## src/pkg/quad_serial_consts.vh

```
// constants for the four-channel serial output control block
`ifndef QUAD_SERIAL_CONSTS_VH
`define QUAD_SERIAL_CONSTS_VH
`define SAMPLE_BITS 12
`define IDX_W 4
`define IDX_LAST 4'hb
`define IDX_FIRST 4'h0
`define IDX_HALF 4'h6
`define NUM_CHAN 4
`define CLK_NS 25
`define STOP_NS 300
`define RECOVER_NS 100000
`define CNT_W 12
`define CUR_DEFAULT 2'h0
`define ZERO_WORD 12'h000
`endif

```

## src/verilog/quad_serial_out.v

```verilog
// serial output and control logic of a four-channel 12-bit converter
// Function
// - each channel's 12-bit sample leaves on its own serial stream
// - one serial bit is shifted per fast clock cycle, twelve per sample
// - least significant bit first by default; a setting gives msb first
// - bit clock at six times sample rate goes out; receiver captures with it
// - frame clock at sample rate marks start of each 12-bit frame
// - deskew mode sends alternating zeros and ones
// - sync mode sends six zeros then six ones every frame
// - a user custom pattern may replace converted data
// - four drive current settings, default setting after reset
// - power-down pin high shuts reference, clock circuitry and channels
// - in power-down all serial drivers are high impedance
// - each channel can be powered down on its own
// - sample clock stopped over 300 ns or below 3 MHz gives partial power-down
// - after clock resumes, about 100 us passes before normal operation
// - reset returns every configuration register to zero
// - while reset is active all channels send zero code
// - bit clock and frame clock keep running during reset
`timescale 1ns/1ps
`include "quad_serial_consts.vh"
module quad_serial_out
#(
   parameter RECOVER_CYC = (`RECOVER_NS + `CLK_NS - 1) / `CLK_NS
)
(
   input wire clk,
   input wire rst_b,
   input wire sample_clock_input,
   input wire power_down_pin,
   input wire cfg_reset_b,
   input wire [47:0] sample_word,
   input wire msb_first,
   input wire deskew_en,
   input wire sync_en,
   input wire custom_en,
   input wire [11:0] custom_pattern,
   input wire [3:0] chan_power_down,
   input wire [1:0] drive_current_sel,
   output reg [3:0] serial_data_p,
   output reg [3:0] serial_data_n,
   output reg serial_data_oe_b,
   output reg bit_clock_pair_p,
   output reg bit_clock_pair_n,
   output reg frame_clock_pair_p,
   output reg frame_clock_pair_n,
   output reg clock_oe_b,
   output reg [1:0] drive_current_r,
   output reg ref_power_down,
   output reg clk_power_down,
   output reg [3:0] chan_off,
   output reg partial_power_down,
   output reg recovering
);
   // twelve cycles with no rising edge covers a stop and a clock below 3 MHz
   localparam [`CNT_W-1:0] STOP_CYC = `STOP_NS / `CLK_NS;
   localparam [`CNT_W-1:0] RECOV_CYC_W = RECOVER_CYC[`CNT_W-1:0];

   // one-hot supervisor states
   localparam [2:0] ST_RUN = 3'b001;
   localparam [2:0] ST_STOPPED = 3'b010;
   localparam [2:0] ST_RECOVER = 3'b100;

   wire rst_sync_b;
   wire samp_clk_s;
   wire pd_s;
   wire cfg_rst_s_b;

   reg samp_clk_d_r;
   reg [`IDX_W-1:0] idx_r;
   reg [`IDX_W-1:0] idx_nxt;
   reg bit_clk_r;
   reg [47:0] held_r;
   reg [47:0] frame_word_r;
   reg msb_first_r;
   reg deskew_r;
   reg sync_r;
   reg custom_r;
   reg [11:0] custom_pat_r;
   reg [3:0] chan_pd_r;
   reg [2:0] state_r;
   reg [2:0] state_nxt;
   reg [`CNT_W-1:0] gap_cnt_r;
   reg [`CNT_W-1:0] rec_cnt_r;
   reg [3:0] bit_nxt;
   reg pattern_bit;
   reg [11:0] word_c;
   integer ch;

   wire samp_edge = samp_clk_s & ~samp_clk_d_r;
   wire frame_end = (idx_r == `IDX_LAST);
   wire stopped_now = (gap_cnt_r >= STOP_CYC);
   wire normal = (state_r == ST_RUN);

   // bit position taken from the word, honouring the chosen order
   function sel_bit;
      input [11:0] word;
      input [`IDX_W-1:0] idx;
      input msb;
      begin
         if (msb)
            sel_bit = word[`IDX_LAST - idx];
         else
            sel_bit = word[idx];
      end
   endfunction

   // frame clock is high for the first half of the frame
   function first_half;
      input [`IDX_W-1:0] idx;
      begin
         first_half = (idx < `IDX_HALF);
      end
   endfunction

   // reset leaves through two flops so no register sees a release near an edge
   sync_two_stage #(.WIDTH(1)) u_rst_sync
   (
      .clk(clk),
      .rst_b(rst_b),
      .d(1'b1),
      .q(rst_sync_b)
   );

   sync_two_stage #(.WIDTH(3)) u_pin_sync
   (
      .clk(clk),
      .rst_b(rst_sync_b),
      .d({sample_clock_input, power_down_pin, cfg_reset_b}),
      .q({samp_clk_s, pd_s, cfg_rst_s_b})
   );

   // configuration registers, cleared by the reset pulse
   always @(posedge clk or negedge rst_sync_b)
   begin
      if (!rst_sync_b)
      begin
         msb_first_r <= 1'b0;
         deskew_r <= 1'b0;
         sync_r <= 1'b0;
         custom_r <= 1'b0;
         custom_pat_r <= `ZERO_WORD;
         chan_pd_r <= 4'h0;
         drive_current_r <= `CUR_DEFAULT;
      end
      else if (!cfg_rst_s_b)
      begin
         msb_first_r <= 1'b0;
         deskew_r <= 1'b0;
         sync_r <= 1'b0;
         custom_r <= 1'b0;
         custom_pat_r <= `ZERO_WORD;
         chan_pd_r <= 4'h0;
         drive_current_r <= `CUR_DEFAULT;
      end
      else
      begin
         msb_first_r <= msb_first;
         deskew_r <= deskew_en;
         sync_r <= sync_en;
         custom_r <= custom_en;
         custom_pat_r <= custom_pattern;
         chan_pd_r <= chan_power_down;
         drive_current_r <= drive_current_sel;
      end
   end

   // sample clock edges and the gap since the last one
   always @(posedge clk or negedge rst_sync_b)
   begin
      if (!rst_sync_b)
      begin
         samp_clk_d_r <= 1'b0;
         gap_cnt_r <= {`CNT_W{1'b0}};
         held_r <= 48'h0000_0000_0000;
      end
      else
      begin
         samp_clk_d_r <= samp_clk_s;
         if (samp_edge)
         begin
            gap_cnt_r <= {`CNT_W{1'b0}};
            // the word waits here until the current frame has ended
            held_r <= sample_word;
         end
         else if (!stopped_now)
            gap_cnt_r <= gap_cnt_r + 1'b1;
      end
   end

   // clock-stop supervisor: stopped, then timed recovery
   always @*
   begin
      state_nxt = state_r;
      case (state_r)
         ST_RUN:
            if (stopped_now)
               state_nxt = ST_STOPPED;
         ST_STOPPED:
            if (samp_edge)
               state_nxt = ST_RECOVER;
         // a stop during recovery restarts the wait from the next edge
         ST_RECOVER:
            if (stopped_now)
               state_nxt = ST_STOPPED;
            else if (rec_cnt_r >= RECOV_CYC_W)
               state_nxt = ST_RUN;
         default:
            state_nxt = ST_RUN;
      endcase
   end

   always @(posedge clk or negedge rst_sync_b)
   begin
      if (!rst_sync_b)
      begin
         state_r <= ST_RUN;
         rec_cnt_r <= {`CNT_W{1'b0}};
         partial_power_down <= 1'b0;
         recovering <= 1'b0;
      end
      else
      begin
         state_r <= state_nxt;
         if (state_nxt == ST_RECOVER)
            rec_cnt_r <= rec_cnt_r + 1'b1;
         else
            rec_cnt_r <= {`CNT_W{1'b0}};
         partial_power_down <= (state_nxt == ST_STOPPED);
         recovering <= (state_nxt == ST_RECOVER);
      end
   end

   // frame position: the fast clock is clk, twelve bits per frame
   always @*
   begin
      if (frame_end)
         idx_nxt = `IDX_FIRST;
      else
         idx_nxt = idx_r + 1'b1;
   end

   // pattern bit for the next slot, shared by all channels
   always @*
   begin
      if (deskew_r)
         pattern_bit = idx_nxt[0];
      else if (sync_r)
         pattern_bit = ~first_half(idx_nxt);
      else
         pattern_bit = sel_bit(custom_pat_r, idx_nxt, msb_first_r);
   end

   always @*
   begin
      bit_nxt = 4'h0;
      word_c = `ZERO_WORD;
      for (ch = 0; ch < `NUM_CHAN; ch = ch + 1)
      begin
         // slot 0 is launched in the cycle the new word loads, so take it from held_r
         if (frame_end)
            word_c = held_r[ch*`SAMPLE_BITS +: `SAMPLE_BITS];
         else
            word_c = frame_word_r[ch*`SAMPLE_BITS +: `SAMPLE_BITS];
         // zero code while in reset, powered down or not yet recovered
         if (!cfg_rst_s_b || chan_pd_r[ch] || !normal || pd_s)
            bit_nxt[ch] = 1'b0;
         else if (deskew_r || sync_r || custom_r)
            bit_nxt[ch] = pattern_bit;
         else
            bit_nxt[ch] = sel_bit(word_c, idx_nxt, msb_first_r);
      end
   end

   // bit and frame clocks run regardless of the reset pulse
   // both halves of each pair are registered so they never skew apart
   always @(posedge clk or negedge rst_sync_b)
   begin
      if (!rst_sync_b)
      begin
         idx_r <= `IDX_LAST;
         bit_clk_r <= 1'b0;
         frame_word_r <= 48'h0000_0000_0000;
         serial_data_p <= 4'h0;
         serial_data_n <= 4'hf;
         bit_clock_pair_p <= 1'b0;
         bit_clock_pair_n <= 1'b1;
         frame_clock_pair_p <= 1'b0;
         frame_clock_pair_n <= 1'b1;
      end
      else
      begin
         idx_r <= idx_nxt;
         // toggling every bit slot gives six clock periods per frame
         bit_clk_r <= ~bit_clk_r;
         bit_clock_pair_p <= ~bit_clk_r;
         bit_clock_pair_n <= bit_clk_r;
         frame_clock_pair_p <= first_half(idx_nxt);
         frame_clock_pair_n <= ~first_half(idx_nxt);
         if (frame_end)
            frame_word_r <= held_r;
         serial_data_p <= bit_nxt;
         serial_data_n <= ~bit_nxt;
      end
   end

   // power-down pin: everything off, drivers released
   // drive current is only a code here; the output stage decodes it
   always @(posedge clk or negedge rst_sync_b)
   begin
      if (!rst_sync_b)
      begin
         serial_data_oe_b <= 1'b1;
         clock_oe_b <= 1'b1;
         ref_power_down <= 1'b0;
         clk_power_down <= 1'b0;
         chan_off <= 4'h0;
      end
      else
      begin
         serial_data_oe_b <= pd_s;
         clock_oe_b <= pd_s;
         ref_power_down <= pd_s;
         clk_power_down <= pd_s;
         chan_off <= chan_pd_r | {4{pd_s}};
      end
   end
endmodule // quad_serial_out

```

## src/verilog/sync_two_stage.v

```verilog
// two-flop synchroniser for levels arriving from outside the clk domain
`timescale 1ns/1ps
module sync_two_stage
#(
   parameter WIDTH = 1
)
(
   input wire clk,
   input wire rst_b,
   input wire [WIDTH-1:0] d,
   output wire [WIDTH-1:0] q
);
   reg [WIDTH-1:0] meta_r;
   reg [WIDTH-1:0] stable_r;

   always @(posedge clk or negedge rst_b)
   begin
      if (!rst_b)
      begin
         meta_r <= {WIDTH{1'b0}};
         stable_r <= {WIDTH{1'b0}};
      end
      else
      begin
         meta_r <= d;
         stable_r <= meta_r;
      end
   end

   assign q = stable_r;
endmodule // sync_two_stage
```

## config.mk

```make
export PLATFORM = sky130hd
export DESIGN_NAME = quad_serial_out
export DESIGN_NICKNAME = d
export VERILOG_FILES = /design/src/verilog/quad_serial_out.v /design/src/verilog/sync_two_stage.v
export VERILOG_INCLUDE_DIRS = /design/src /design/src/pkg
export SDC_FILE = /design/constraint.sdc
export NUM_CORES = 1
export LEC_CHECK = 0
export ABC_CLOCK_PERIOD_IN_PS = 8300
export BUFFER_PORTS_ARGS = -buffer_cell sky130_fd_sc_hd__clkbuf_2
export CELL_PAD_IN_SITES_DETAIL_PLACEMENT = 1
export CELL_PAD_IN_SITES_GLOBAL_PLACEMENT = 1
export CORE_MARGIN = 2
export CORE_UTILIZATION = 50
export DETAILED_ROUTE_END_ITERATION = 16
export PLACE_DENSITY = 0.86
export REMOVE_ABC_BUFFERS = 1
export SLEW_MARGIN = 0
export SYNTH_ARGS = -nofsm -noshare
export SYNTH_HDL_FRONTEND = slang
export SYNTH_SLANG_ARGS = --single-unit
```

## constraint.sdc

```tcl
create_clock -name clk -period 8.3 [get_ports clk]
set_input_delay 1.66 -clock clk [delete_from_list [all_inputs] [get_ports clk]]
set_output_delay 1.66 -clock clk [all_outputs]
set_load 0.02 [all_outputs]
```

# [After elaboration in Yosys (flattened, before gate mapping)]
# Index checks and enable logic that the tools add are counted.
[word_totals] regBits=178 inputBits=75 elab_cells=122
[op_classes] add_sub_neg=4 order_cmp=5 eq_ne=7 n_mux=55 bitwise=6 reduce_logical=16
[ops] operator="two-way mux 12 bit" n=8
[ops] operator="binary-select mux 1 bit (select 4 bit)" n=10
[ops] operator="two-way mux 1 bit" n=29
[ops] operator="adder 12 x 1 -> 12 bit (second input constant)" n=2
[ops] operator="logical OR 1 bit" n=14
[ops] operator=">= comparator 12 bit (second input constant)" n=1
[ops] operator=">= comparator 12 x 4 -> 1 bit (second input constant)" n=1
[ops] operator="two-way mux 3 bit" n=4
[ops] operator="< comparator 4 x 5 -> 1 bit (second input constant)" n=2
[ops] operator="case mux 3 bit (3 select lines)" n=1
[ops] operator="two-way mux 4 bit" n=2
[ops] operator="== test 3 x 2 -> 1 bit (second input constant)" n=2
[ops] operator="== test 3 bit (second input constant)" n=2
[ops] operator="adder 4 x 1 -> 4 bit (second input constant)" n=1
[ops] operator="== test 4 bit (second input constant)" n=1
[ops] operator="< comparator 4 x 3 -> 1 bit (second input constant)" n=1
[ops] operator="NOT 4 bit" n=1
[ops] operator="OR 4 bit" n=1
[ops] operator="subtractor 4 bit (first input constant)" n=1
[ops] operator="== test 3 x 1 -> 1 bit (second input constant)" n=1
[ops] operator="NOT 1 bit" n=3
[ops] operator="zero test 1 bit" n=2
[ops] operator="two-way mux 2 bit" n=1
[ops] operator="inequality test 2 bit (second input constant)" n=1
[ops] operator="bitwise AND 1 bit" n=1

# [Depth between registers and ports, before layout]
# Gate-level depths: netlist of the first run.
[depth] ltp_word=11 depth_mapped=14 depth_no_buf=12

# [Cells and area by module]
# From an unflattened synthesis of the first run, not the netlist that was laid out.
[unflattened] hier_cells=718 area_unflattened_um2=8313.0
[modules_own_cells] mod="quad_serial_out" instances=1 cells_each=710 area_per_inst_um2=8112.8 seq_area_each_um2=4267.8
[modules_own_cells] mod="sync_two_stage (u_pin_sync)" instances=1 cells_each=6 area_per_inst_um2=150.1 seq_area_each_um2=150.1
[modules_own_cells] mod="sync_two_stage (u_rst_sync)" instances=1 cells_each=2 area_per_inst_um2=50.0 seq_area_each_um2=50.0

# [Least setup slack after synthesis of the first run]
# OpenSTA, ideal clock, no wires.
[synth_timing] kind="reg-to-reg" from="reg idx_r[0]" to="reg serial_data_p[3]" setup_ps=68 arrival_ps=2954 t_required_ps=8232 setup_slack_ps=5279 stages_incl_launch_ff=15 path_buffers=2 synth_period_minus_slack_ps=3021 path_cell_list="dfstp_2 ha_1 buf_4 nand2b_1 mux2_2 inv_1 clkbuf_1 ha_1 nand2_1 nand2_1 inv_1 a311o_1 o22a_1 a311oi_4 a32o_1"
[synth_via] elab_chain_cells=10 word_cells_on_any_way=21 classes_between="2 x add/sub; 1 x order compare; 1 x eq/ne; 16 x mux; 1 x bitwise"
[synth_lines] element="from (decl)" line_no="quad_serial_out.v:70" source="reg [`IDX_W-1:0] idx_r;"
[synth_lines] element="from (signal assigned)" line_no="quad_serial_out.v:281" source="idx_r <= `IDX_LAST;"
[synth_lines] element="from (signal assigned)" line_no="quad_serial_out.v:293" source="idx_r <= idx_nxt;"
[synth_lines] element="adder 4 x 1 -> 4 bit or == test 4 bit (tied branches)"
[synth_lines] element="two-way mux 4 bit (*)" line_no="quad_serial_out.v:237" source="if (frame_end)"
[synth_lines] element="named net idx_nxt[2]" line_no="quad_serial_out.v:71" source="reg [`IDX_W-1:0] idx_nxt;"
[synth_lines] element="subtractor 4 bit (no source line)"
[synth_lines] element="binary-select mux 1 bit (select 4 bit)" line_no="quad_serial_out.v:102" source="sel_bit = word[`IDX_LAST - idx];"
[synth_lines] element="two-way mux 1 bit" line_no="quad_serial_out.v:102"
[synth_lines] element="two-way mux 1 bit" line_no="quad_serial_out.v:101" source="if (msb)"
[synth_lines] element="two-way mux 1 bit" line_no="quad_serial_out.v:248" source="else if (sync_r)"
[synth_lines] element="two-way mux 1 bit" line_no="quad_serial_out.v:246" source="if (deskew_r)"
[synth_lines] element="two-way mux 1 bit (*)" line_no="quad_serial_out.v:268" source="else if (deskew_r || sync_r || custom_r)"
[synth_lines] element="two-way mux 1 bit (*)" line_no="quad_serial_out.v:266" source="if (!cfg_rst_s_b || chan_pd_r[ch] || !normal || pd_s)"
[synth_lines] element="named net bit_nxt[3]" line_no="quad_serial_out.v:85" source="reg [3:0] bit_nxt;"
[synth_lines] element="to (signal assigned)" line_no="quad_serial_out.v:302" source="serial_data_p <= bit_nxt;"
[synth_lines] element="to (decl)" line_no="quad_serial_out.v:40" source="output reg [3:0] serial_data_p,"
# The timed path passes the listed nets; every way through them passes the cells marked *. The select of a mux whose other input is x is not followed.
# A chain may end at the register's enable or synchronous reset.

# [Worst setup path in the final report of the first run]
[layout_timing] from="reg idx_r[0]" to="reg serial_data_n[0]"
[layout_via] elab_chain_cells=11 word_cells_on_any_way=22 classes_between="2 x add/sub; 1 x order compare; 1 x eq/ne; 16 x mux; 2 x bitwise"
[layout_lines] element="adder 4 x 1 -> 4 bit or == test 4 bit (tied branches)"
[layout_lines] element="two-way mux 4 bit" line_no="quad_serial_out.v:237"
[layout_lines] element="subtractor 4 bit (no source line)"
[layout_lines] element="binary-select mux 1 bit (select 4 bit)" line_no="quad_serial_out.v:102"
[layout_lines] element="two-way mux 1 bit" line_no="quad_serial_out.v:102"
[layout_lines] element="two-way mux 1 bit" line_no="quad_serial_out.v:101"
[layout_lines] element="two-way mux 1 bit" line_no="quad_serial_out.v:248"
[layout_lines] element="two-way mux 1 bit" line_no="quad_serial_out.v:246"
[layout_lines] element="two-way mux 1 bit (*)" line_no="quad_serial_out.v:268"
[layout_lines] element="two-way mux 1 bit (*)" line_no="quad_serial_out.v:266"
[layout_lines] element="NOT 4 bit (*)" line_no="quad_serial_out.v:303" source="serial_data_n <= ~bit_nxt;"
[layout_lines] element="to (signal assigned)" line_no="quad_serial_out.v:303"
[layout_lines] element="to (decl)" line_no="quad_serial_out.v:41" source="output reg [3:0] serial_data_n,"
# Mark *: on every way between the ends. The rest lies on a longest branch, timed or not. The select of a mux whose other input is x is not followed.

==> results of run 1 <==
-- report_power, final --
group | switching, W | internal (W)
clock network | 0.000363 | 0.000421
logic | 0.000123 | 0.000114
registers | 0.0000824 | 0.000961
total | 0.000569 | 0.00150
-- final cells by class --
class / instances / area (um2)
clock buffer: 17 / 425.4
clock inverter: 15 / 145.1
fill: 1718 / 6583
inverter: 17 / 63.81
multi-input combinational: 493 / 3326
sequential: 178 / 4472
tap: 216 / 270.3
timing repair buffer: 105 / 543.0
-- Yosys cell counts, types with 6 or more instances --
cell type / number
a22oi_1: 8
a31oi_1: 9
and2_1: 24
buf_2: 6
clkbuf_1: 31
dfrtp_1: 167
dfstp_2: 11
ha_1: 6
inv_1: 17
mux2_2: 56
mux2i_1: 46
nand2_1: 167
nand3_1: 7
nor2_1: 42
nor2b_1: 10
o211ai_1: 8
o21a_1: 6
o21ai_0: 24
xnor2_1: 8
xor2_1: 7
-- flip-flops by register name, indices dropped and copies added (netlist names), 2 cells and up --
register,count
idx_r,4
state_r,3
frame_word_r,48
rec_cnt_r,12
custom_pat_r,12
chan_off,4
chan_pd_r,4
u_pin_sync.meta_r,3
serial_data_p,4
u_pin_sync.q,3
drive_current_r,2
held_r,48
serial_data_n,4
gap_cnt_r,12
-- how the worst max path moves through the flow --
stage | startpoint | cells past startpoint | end
floorplan | u_rst_sync.q | 0 | bit_clock_pair_p
global placement | idx_r[0] | 12 | serial_data_n[0]
detailed placement | idx_r[0] | 12 | serial_data_p[2]
CTS | idx_r[0] | 12 | serial_data_n[0]
global route | idx_r[0] | 12 | serial_data_n[0]
finish | idx_r[0] | 12 | serial_data_n[0]
-- cells by family after synthesis --
logic type,count (synthesis),synth area share [%]
AND/OR/NAND/NOR,268,14.55
flip-flops,178,55.47
multiplexers,109,15.64
AO/OA/AOI/OAI,94,8.372
buffers and inverters,63,3.355
XOR/XNOR,15,1.631
adder cells (fa/ha/maj),6,0.9319
other,1,0.04655
-- per-stage QoR --
step	area (um2)	cells	total power (W)	hold slack [ns]	worst slack (ns)
after floorplan	7849	688	0.001193	0.3312	2.992
after global placement	8675	1009	0.001264	0.2836	4.731
after detailed placement	8675	1009	0.001292	0.3048	4.505
after CTS	9245	1041	0.002083	0.3059	4.448
after global routing	9245	1041	0.002153	0.3322	4.206
final	9245	1041	0.002065	0.2847	4.430
-- worst max-delay path: stages (launching register included) --
cell and delay, ns:
dfstp_2 0.54, ha_1 0.35, nand2b_1 0.09, mux2_2 0.41
inv_1 0.70, ha_1 0.27, nand2_1 0.05, nand2_1 0.13
inv_1 0.08, a311o_1 0.35, o22a_1 0.20, a311oi_4 0.43
o21ai_0 0.18
-- routing by layer --
layer	track usage, %	vias to the layer above	share of wire, %	wire, um
li1	-	2658	-	-
met1	30.24	2946	42	8680
met2	44.55	146	52	10700
met3	4.805	35	3.5	730
met4	10.70	0	2.3	470
met5	0	-	0	0
==> run summary, run 1 <==
Largest net degree at the start of global routing = 82
Power density cells = 223.4 nW/um2
MaxCap Viol Count = 0
Commonest non-fill, non-tap cell in the layout = nand2_1
Clock Latency Late Sink = 0.43 ns
Most frequent cells in the layout = nand2_1 (167), dfrtp_1 (166), clkbuf_2 (98)
Synth Area per Inst = 10.97 um2
Final hold viol count = 0
Worst vdd ir = 0.1457 mV
CTS root buffer = clkbuf_16
Fmax = 258.4 MHz
Final setup viols = 0
Clk buf depth = 2
Initial Util = 50.89%
Row cnt = 46
Worst r2r path cells = 12
Worst Tran Pin Value = 1.124 ns
Status = complete, no violations
CTS tree = built
Top cell type by total area after synthesis = dfrtp_1
Worst Clk Skew = 0.008229 ns
Post-Syn Area = 8055 um2
Core Util, Final = 58.41%
Area grow syn2layout = 14.77%
Total GRT Usage = 25.20%
Initial antenna violation count = 0
Worst setup EP type = register
DIE AREA = 17140 um2
Drt via density = 5.557
Sequential fraction of the synthesis area = 55.47%
Data arrival, critical path = 4.21 ns
DRC Markers = 0
Num ports = 99
Setup CP Type = register to register
Via count = 5785
CP Max Fanout = 23
Post-CTS setup buffers = 0
Critical Path RT = 8.64 ns
First-pass GRT wire length = 32.63 mm
CTS clock-pin slew for the worst setup and hold paths = 0.07 ns
DR WL/cell = 19.77 um
Largest cells by area after synthesis = dfrtp_1 (52%), mux2_2 (7.8%), nand2_1 (7.8%)
Min Clock Period, post-route = 3.870 ns
Async S/R FF share, synth = 100.0%
Gr ovfl total = 0
Unrepaired setup endpoints after global routing = no
Post-route ant nets = 0
Wirelength, routed = 20.58 mm
Synth Flop Type = dfrtp_1
#FFs+latches synth = 178
Gate Count Post-Synth = 734
Rel. slew slack = 25.08%
Die height = 130.9 um
CP Launch Type = register
TritonCTS Buffers = 17
Final Max Tran Viols = 0
Crit share post-route = 46.63%
# diodes = 0
H-tree depth = 4
Layout cells sized above 1 = 26.18%
Ys Warns = 0
Reg2Reg Launch Point = idx_r[0]
Number of global-route vias before repair = 6304
P_leak = 4.293 nW
Post-synth EDFFs = 0
R2R setup slack = 4.43 ns
Post-cts sizing count = 0
GP Congestion = 0.8464
Die Width = 130.9 um
Drt pass-1 iters = 4
Area share of the largest cell type after synthesis = 51.88%
Final #Nets = 893
Netlist cell types = 55
Clk sinks = 178
DP HPWL = 13.64 mm
Initial DRC Count = 357
Core Region = 15830 um2
Setup TNS Final = 0 ns
Port Buffers = 98
Worst r2r dst = serial_data_n[0]
Hold crit path type = register to asynchronous set/reset pin
Cts hold-fix bufs = 0
Power figures use the tool's default switching activity.
==> run 2, diff against run 1 <==
Settings changed: ABC_AREA from default to 1, ABC_CLOCK_PERIOD_IN_PS 8300 to 3790, CORE_UTILIZATION 50 to 43, PLACE_DENSITY 0.86 to 0.8.
Clock period 8.3 ns to 3.79 ns, I/O delays scaled along.
==> run summary, run 2 <==
GP Congestion = 0.8249 (-2.5%)
DP HPWL = 14.37 mm (+5.3%)
Worst Tran Pin Value = 0.9926 ns (-0.1312 ns)
Reg2Reg Launch Point = idx_r[0]
Num ports = 99 (unchanged)
Worst vdd ir = 0.3075 mV (+110%)
Placed cells = 1306 (+29%)
Final worst setup slack = 0.7745 ns (-3.655 ns)
Drt via density = 5.135 (-7.6%)
H-tree depth = 4 (unchanged)
Total power = 0.004541 W (+120%)
Post-Syn Area = 8087 um2 (+0.39%)
MaxCap Viol Count = 0 (unchanged)
Synth Flop Type = dfrtp_1
Final hold viol count = 0 (unchanged)
Netlist cell types = 31 (-44%)
Non-Filler Cell Area, Final = 9392 um2 (+1.6%)
DR WL/cell = 15.97 um (-19%)
Total GRT Usage = 22.77% (-2.4 points)
Post-CTS setup buffers = 0 (unchanged)
Drt pass-1 iters = 4 (unchanged)
Via count = 6871 (+19%)
Worst r2r dst = serial_data_p[3]
DRC Markers = 0 (unchanged)
Die height = 141.1 um (+7.8%)
Hold crit path type = input port to asynchronous set/reset pin
CP Launch Type = register
Area grow syn2layout = 16.14%
Data arrival, critical path = 3.40 ns (-0.81 ns)
Dominant cell by count in the synthesized netlist = nand2_1
Worst r2r path cells = 17 (+5)
#FFs+latches synth = 178 (unchanged)
Gate Count Post-Synth = 1009 (+37%)
Clk sinks = 178 (unchanged)
Synth cell count leaders = nand2_1 (365), nand3_1 (195), dfrtp_1 (167), inv_1 (99), nor2_1 (34)
Largest net degree at the start of global routing = 74 (-9.8%)
Placed instance area = 8777 um2 (+1.2%)
CP Max Fanout = 17 (-26%)
Post-route insts no fill = 1338 (+29%)
Layout cells sized above 1 = 15.40% (-11 points)
Die Width = 141.1 um (+7.8%)
Post-route ant nets = 0 (unchanged)
Power density cells = 483.6 nW/um2 (+120%)
Worst Clk Skew = 0.01143 ns (+0.003202 ns)
Rel. slew slack = 33.42% (+8.3 points)
First-pass GRT wire length = 36.16 mm (+11%)
Post-synth EDFFs = 0 (unchanged)
Status = complete, no violations
Biggest regs = frame_word_r (48), held_r (48)
P_leak = 5.046 nW (+18%)
Most frequent cells in the layout = nand2_1 (365), nand3_1 (195), dfrtp_1 (166)
TritonCTS Buffers = 17 (unchanged)
Initial antenna violation count = 0 (unchanged)
Port Buffers = 98 (unchanged)
Final Max Tran Viols = 0 (unchanged)
Core Region = 18580 um2 (+17%)
Sequential fraction of the synthesis area = 55.25% (-0.21 points)
Area share of the largest cell type after synthesis = 51.68% (-0.20 points)
Fmax = 331.6 MHz (+28%)
Unrepaired setup endpoints after global routing = no
CTS clock-pin slew for the worst setup and hold paths = 0.07 ns (about the same)
DIE AREA = 19920 um2 (+16%)
Initial Util = 43.52% (-7.4 points)
Pre-CTS setup slack = 0.8032 ns (-3.702 ns)
# diodes = 0 (unchanged)
Area of the multi-input gates = 2994 um2 (-10%)
Synth Area per Inst = 8.014 um2 (-27%)
Clock Latency Late Sink = 0.44 ns (about the same)
Row cnt = 50 (+8.7%)
Commonest non-fill, non-tap cell in the layout = nand2_1
Final #Nets = 1172 (+31%)
Largest cells by area after synthesis = dfrtp_1 (52%), nand2_1 (17%), nand3_1 (12%)
Worst hold margin = 0.08544 ns (-0.1992 ns)
Async S/R FF share, synth = 100.0% (unchanged)
Initial DRC Count = 403 (+13%)
Seq. cell area = 4472 um2 (unchanged)
Largest family of logic cells by synthesized area = simple AND/OR/NAND/NOR gates
Gr ovfl total = 0 (unchanged)
Number of global-route vias before repair = 7398 (+17%)
Top cell type by total area after synthesis = dfrtp_1
Filler cells = 2283 (+33%)
R2R setup slack = 0.77 ns (-3.66 ns)
CTS tree = built
Wirelength, routed = 21.36 mm (+3.8%)
Synthesized-area fraction occupied by ao, oa, aoi and oai cells = 2.522% (-5.9 points)
Post-cts sizing count = 0 (unchanged)
Cts hold-fix bufs = 0 (unchanged)
Xor/xnor share of the synthesized area = 0.4332% (-1.2 points)
Setup CP Type = register to register
Crit share post-route = 79.56% (+33 points)
Min Clock Period, post-route = 3.015 ns (-0.8549 ns)
Post-Synth Simple-Gate Area = 32.94% (+18 points)
Final setup viols = 0 (unchanged)
Worst setup EP type = register
Clk buf depth = 2 (unchanged)
Adder-Cell Fraction of Synth Area = 0.9284% (-0.0036 points)
CTS root buffer = clkbuf_16
Critical Path RT = 4.17 ns (-4.47 ns)
Ys Warns = 0 (unchanged)
Multiplexer share of the synthesized area = 0% (-16 points)
==> run 2: changes by cell type in the layout (fill, tap and decap cells not counted), sizes merged, moves of 9 or more <==
cell / change
mux2: -56
nand2: +199
and2: -20
a31oi: -9
inv: +87
nor2b: -10
mux2i: -46
nand3: +190
==> run 2: kinds of logic after synthesis <==
kind of cell | count (synthesis)
AO/OA/AOI/OAI | 39
AND/OR/NAND/NOR | 624
buffers and inverters | 157
flip-flops | 178
adder cells (fa/ha/maj) | 6
XOR/XNOR | 4
other | 1
==> run 2: worst max-delay path, stage by stage (launching register included) <==
cell and delay, ns:
dfstp_2 0.60, ha_1 0.34, nand2_1 0.14, nor2_4 0.38, a21oi_2 0.09, ha_1 0.30
inv_1 0.10, nor2_1 0.30, nand3_1 0.12, nand2_1 0.07, inv_1 0.04, nand2_1 0.05
nand2_1 0.05, nand2_1 0.05, nand2_1 0.11, nand3_1 0.10, nand2_1 0.08, inv_2 0.05
==> run 2: metal layers <==
metal / global-route usage, % / wire length (um) / vias to the layer above
li1: - / - / 3339
met3: 4.348 / 681 / 29
met1: 27.94 / 9236 / 3397
met2: 40.37 / 11040 / 106
met5: 0 / 0 / -
met4: 7.632 / 403 / 0
==> run 2: metrics by stage <==
step                      setup TNS (ns)  util [%]
after floorplan                  -251.76         -
after global placement                 0     47.24
after detailed placement               0     47.24
after CTS                              0     50.55
after global routing                   0     50.55
final                                  0     50.55
==> run 2: how the worst max path moves through the flow <==
stage,startpoint,to,cells after the start
2_1_floorplan,u_rst_sync.q,bit_clock_pair_p,0
3_3_place_gp,idx_r[0],serial_data_p[0],16
3_5_place_dp,idx_r[0],serial_data_p[1],17
4_1_cts,idx_r[0],serial_data_p[3],17
5_1_grt,idx_r[0],serial_data_p[1],17
6_report,idx_r[0],serial_data_p[3],17
==> run 2: area by class of cell <==
class | instances | share of cell area (%)
clock buffers | 20 | 4.756
clock inverters | 12 | 1.785
inverters | 110 | 4.396
multi-input cells | 674 | 31.88
flip-flops and latches | 178 | 47.62
well taps | 234 | 3.118
repair buffers | 110 | 6.448
==> run 2: where the power goes <==
part | total (W) | internal [W] | switching [W]
logic | 0.000502 | 0.000180 | 0.000321
registers | 0.00218 | 0.00208 | 0.0000942
clock network | 0.00186 | 0.00107 | 0.000794
total | 0.00454 | 0.00333 | 0.00121
==> run 3, diff against run 2 <==
Settings changed: ABC_CLOCK_PERIOD_IN_PS 3790 to 3060.
Clock period 3.79 ns to 3.06 ns, I/O delays scaled along.
==> run summary, run 3 (same netlist as run 2, synthesis figures left out) <==
Clk buf depth = 2 (unchanged)
CTS tree = built
Clock Latency Late Sink = 0.44 ns (about the same)
Wirelength, routed = 21.94 mm (+2.7%)
Worst setup path startpoint = idx_r[0]
TritonCTS Buffers = 17 (unchanged)
DIE AREA = 19920 um2 (unchanged)
Post-route insts no fill = 1342 (+0.30%)
GP Congestion = 0.7923 (-4.0%)
Die Width = 141.1 um (unchanged)
Rel. slew slack = 39.31% (+5.9 points)
Setup TNS Final = 0 ns (unchanged)
CP Max Fanout = 27 (+10)
Row cnt = 50 (unchanged)
R2R setup slack = 0.19 ns (-0.58 ns)
MaxCap Viol Count = 0 (unchanged)
Number of global-route vias before repair = 7385 (-0.18%)
Commonest non-fill, non-tap cell in the layout = nand2_1
Cell mode on critical path = nand2_1
Final worst setup slack = 0.1930 ns (-0.5815 ns)
Worst vdd ir = 0.3893 mV (+27%)
Gr ovfl total = 0 (unchanged)
Worst hold margin = 0.2857 ns (+0.2003 ns)
Crit share post-route = 93.69% (+14 points)
DRC Markers = 0 (unchanged)
Final hold viol count = 0 (unchanged)
Startpoint of the worst hold path = sample_clock_input
DR WL/cell = 16.35 um (+2.4%)
Largest net degree at the start of global routing = 78 (+5.4%)
CTS clock-pin slew for the worst setup and hold paths = 0.07 ns (about the same)
Initial antenna violation count = 0 (unchanged)
Hold endpoint = u_pin_sync.meta_r[2]
Min Clock Period, post-route = 2.867 ns (-0.1485 ns)
First-pass GRT wire length = 36.44 mm (+0.78%)
Worst Tran Pin Value = 0.9048 ns (-0.08783 ns)
Clk sinks = 178 (unchanged)
Pre-CTS setup slack = 0.1950 ns (-0.6081 ns)
Hold path depth = 1
Core Util, Final = 50.64% (+0.094 points)
H-tree depth = 4 (unchanged)
Final #Nets = 1176 (+0.34%)
Hold crit path type = input port to register
P_leak = 5.042 nW (about the same)
Worst r2r path cells = 12 (-5)
Core Region = 18580 um2 (unchanged)
Port Buffers = 98 (unchanged)
Initial Util = 43.52% (unchanged)
Setup CP Type = register to register
Layout cells sized above 1 = 15.61% (+0.22 points)
Slowest CP cell = clkinv_1
Reg2Reg Launch Point = idx_r[0]
# diodes = 0 (unchanged)
Worst setup EP type = register
Fmax = 348.8 MHz (+5.2%)
Status = complete, no violations
Most frequent cells in the layout = nand2_1 (365), nand3_1 (195), dfrtp_1 (166)
Die height = 141.1 um (unchanged)
Critical Path RT = 3.39 ns (-0.78 ns)
Num ports = 99 (unchanged)
Placed cells = 1308 (+0.15%)
Post-route ant nets = 0 (unchanged)
Worst r2r dst = serial_data_p[1]
Area grow syn2layout = 16.35%
Drt pass-1 iters = 5 (+1)
Drt via density = 5.139 (about the same)
Crit-path cells = ha_2, clkinv_1, nand3_1, nand3_1, nand3_1, nand2_1, nand2_1, nand2_1, nand2_1, nand3_1, nand2_1, inv_2
Worst Clk Skew = 0.007743 ns (-0.003688 ns)
Final Max Tran Viols = 0 (unchanged)
CP Launch Type = register
Data arrival, critical path = 3.19 ns (-0.21 ns)
CTS root buffer = clkbuf_16
Crit-path max cell delay = 0.70 ns (+0.10 ns)
DP HPWL = 14.59 mm (+1.5%)
Total GRT Usage = 23.19% (+0.42 points)
Initial DRC Count = 328 (-19%)
Unrepaired setup endpoints after global routing = no
Final setup viols = 0 (unchanged)
Via count = 6897 (+0.38%)
Power density cells = 582.3 nW/um2 (+20%)
Biggest regs = frame_word_r (48), held_r (48)
## run 3: cell types whose count changed in the layout (fill, tap and decap cells not counted), sizes merged
cell         before  now
bufinv            3    2
clkbuf          118  121
nor2             37   38
inv             111  106
buf              12   14
clkinvlp          1    4
dlygate4sd3       0    1
## run 3: worst max path at each step
stage / end / slack, ns / cells past startpoint
floorplan: bit_clock_pair_p / -2.25 / 0
global placement: serial_data_p[3] / 0.24 / 14
detailed placement: serial_data_p[3] / 0.20 / 16
CTS: serial_data_p[1] / 0.09 / 16
global route: serial_data_p[1] / 0.06 / 12
finish: serial_data_p[1] / 0.19 / 12
## run 3: layout make-up
| cell class | count | area [um2] |
|---|---|---|
| Timing Repair Buffer | 113 | 650.6 |
| Inverter | 110 | 416.7 |
| Fill cell | 2293 | 9171 |
| Clock buffer | 23 | 457.9 |
| Sequential cell | 178 | 4472 |
| Tap cell | 234 | 292.8 |
| Clock inverter | 9 | 106.4 |
| Multi-Input combinational cell | 675 | 3013 |
## run 3: repair_timing
action                     4_1_cts  5_1_grt
hold endpoints to repair         2        0
setup endpoints to repair        0        8
gates resized for setup          0        7
setup buffers                    0        0
hold buffers                     1        0
## run 3: metal layers
metal,global-route usage [%],part of all wire (%)
met1,28.56,43
met2,40.24,52
met3,5.197,3.6
met4,8.105,1.9
met5,0,0
## run 3: stage by stage
| step | power [W] | area (um2) |
|---|---|---|
| 2_1_floorplan | 0.003123 | 7863 |
| 3_3_place_gp | 0.003314 | 8805 |
| 3_5_place_dp | 0.003361 | 8805 |
| 4_1_cts | 0.005528 | 9379 |
| 5_1_grt | 0.005738 | 9409 |
| 6_report | 0.005479 | 9409 |
## run 3: worst max-delay path: cells and delay by family, from the launching register on
family | cells | cell delay, ns
fa+ha+maj | 1 | 0.20
buf+inv | 2 | 0.74
simple gates | 9 | 1.20
flops | 1 | 0.62
## run 3: power breakdown
group	total (W)	internal [W]	switching [W]
combinational	0.000631	0.000225	0.000406
sequential	0.00269	0.00258	0.000115
clock	0.00215	0.00122	0.000930
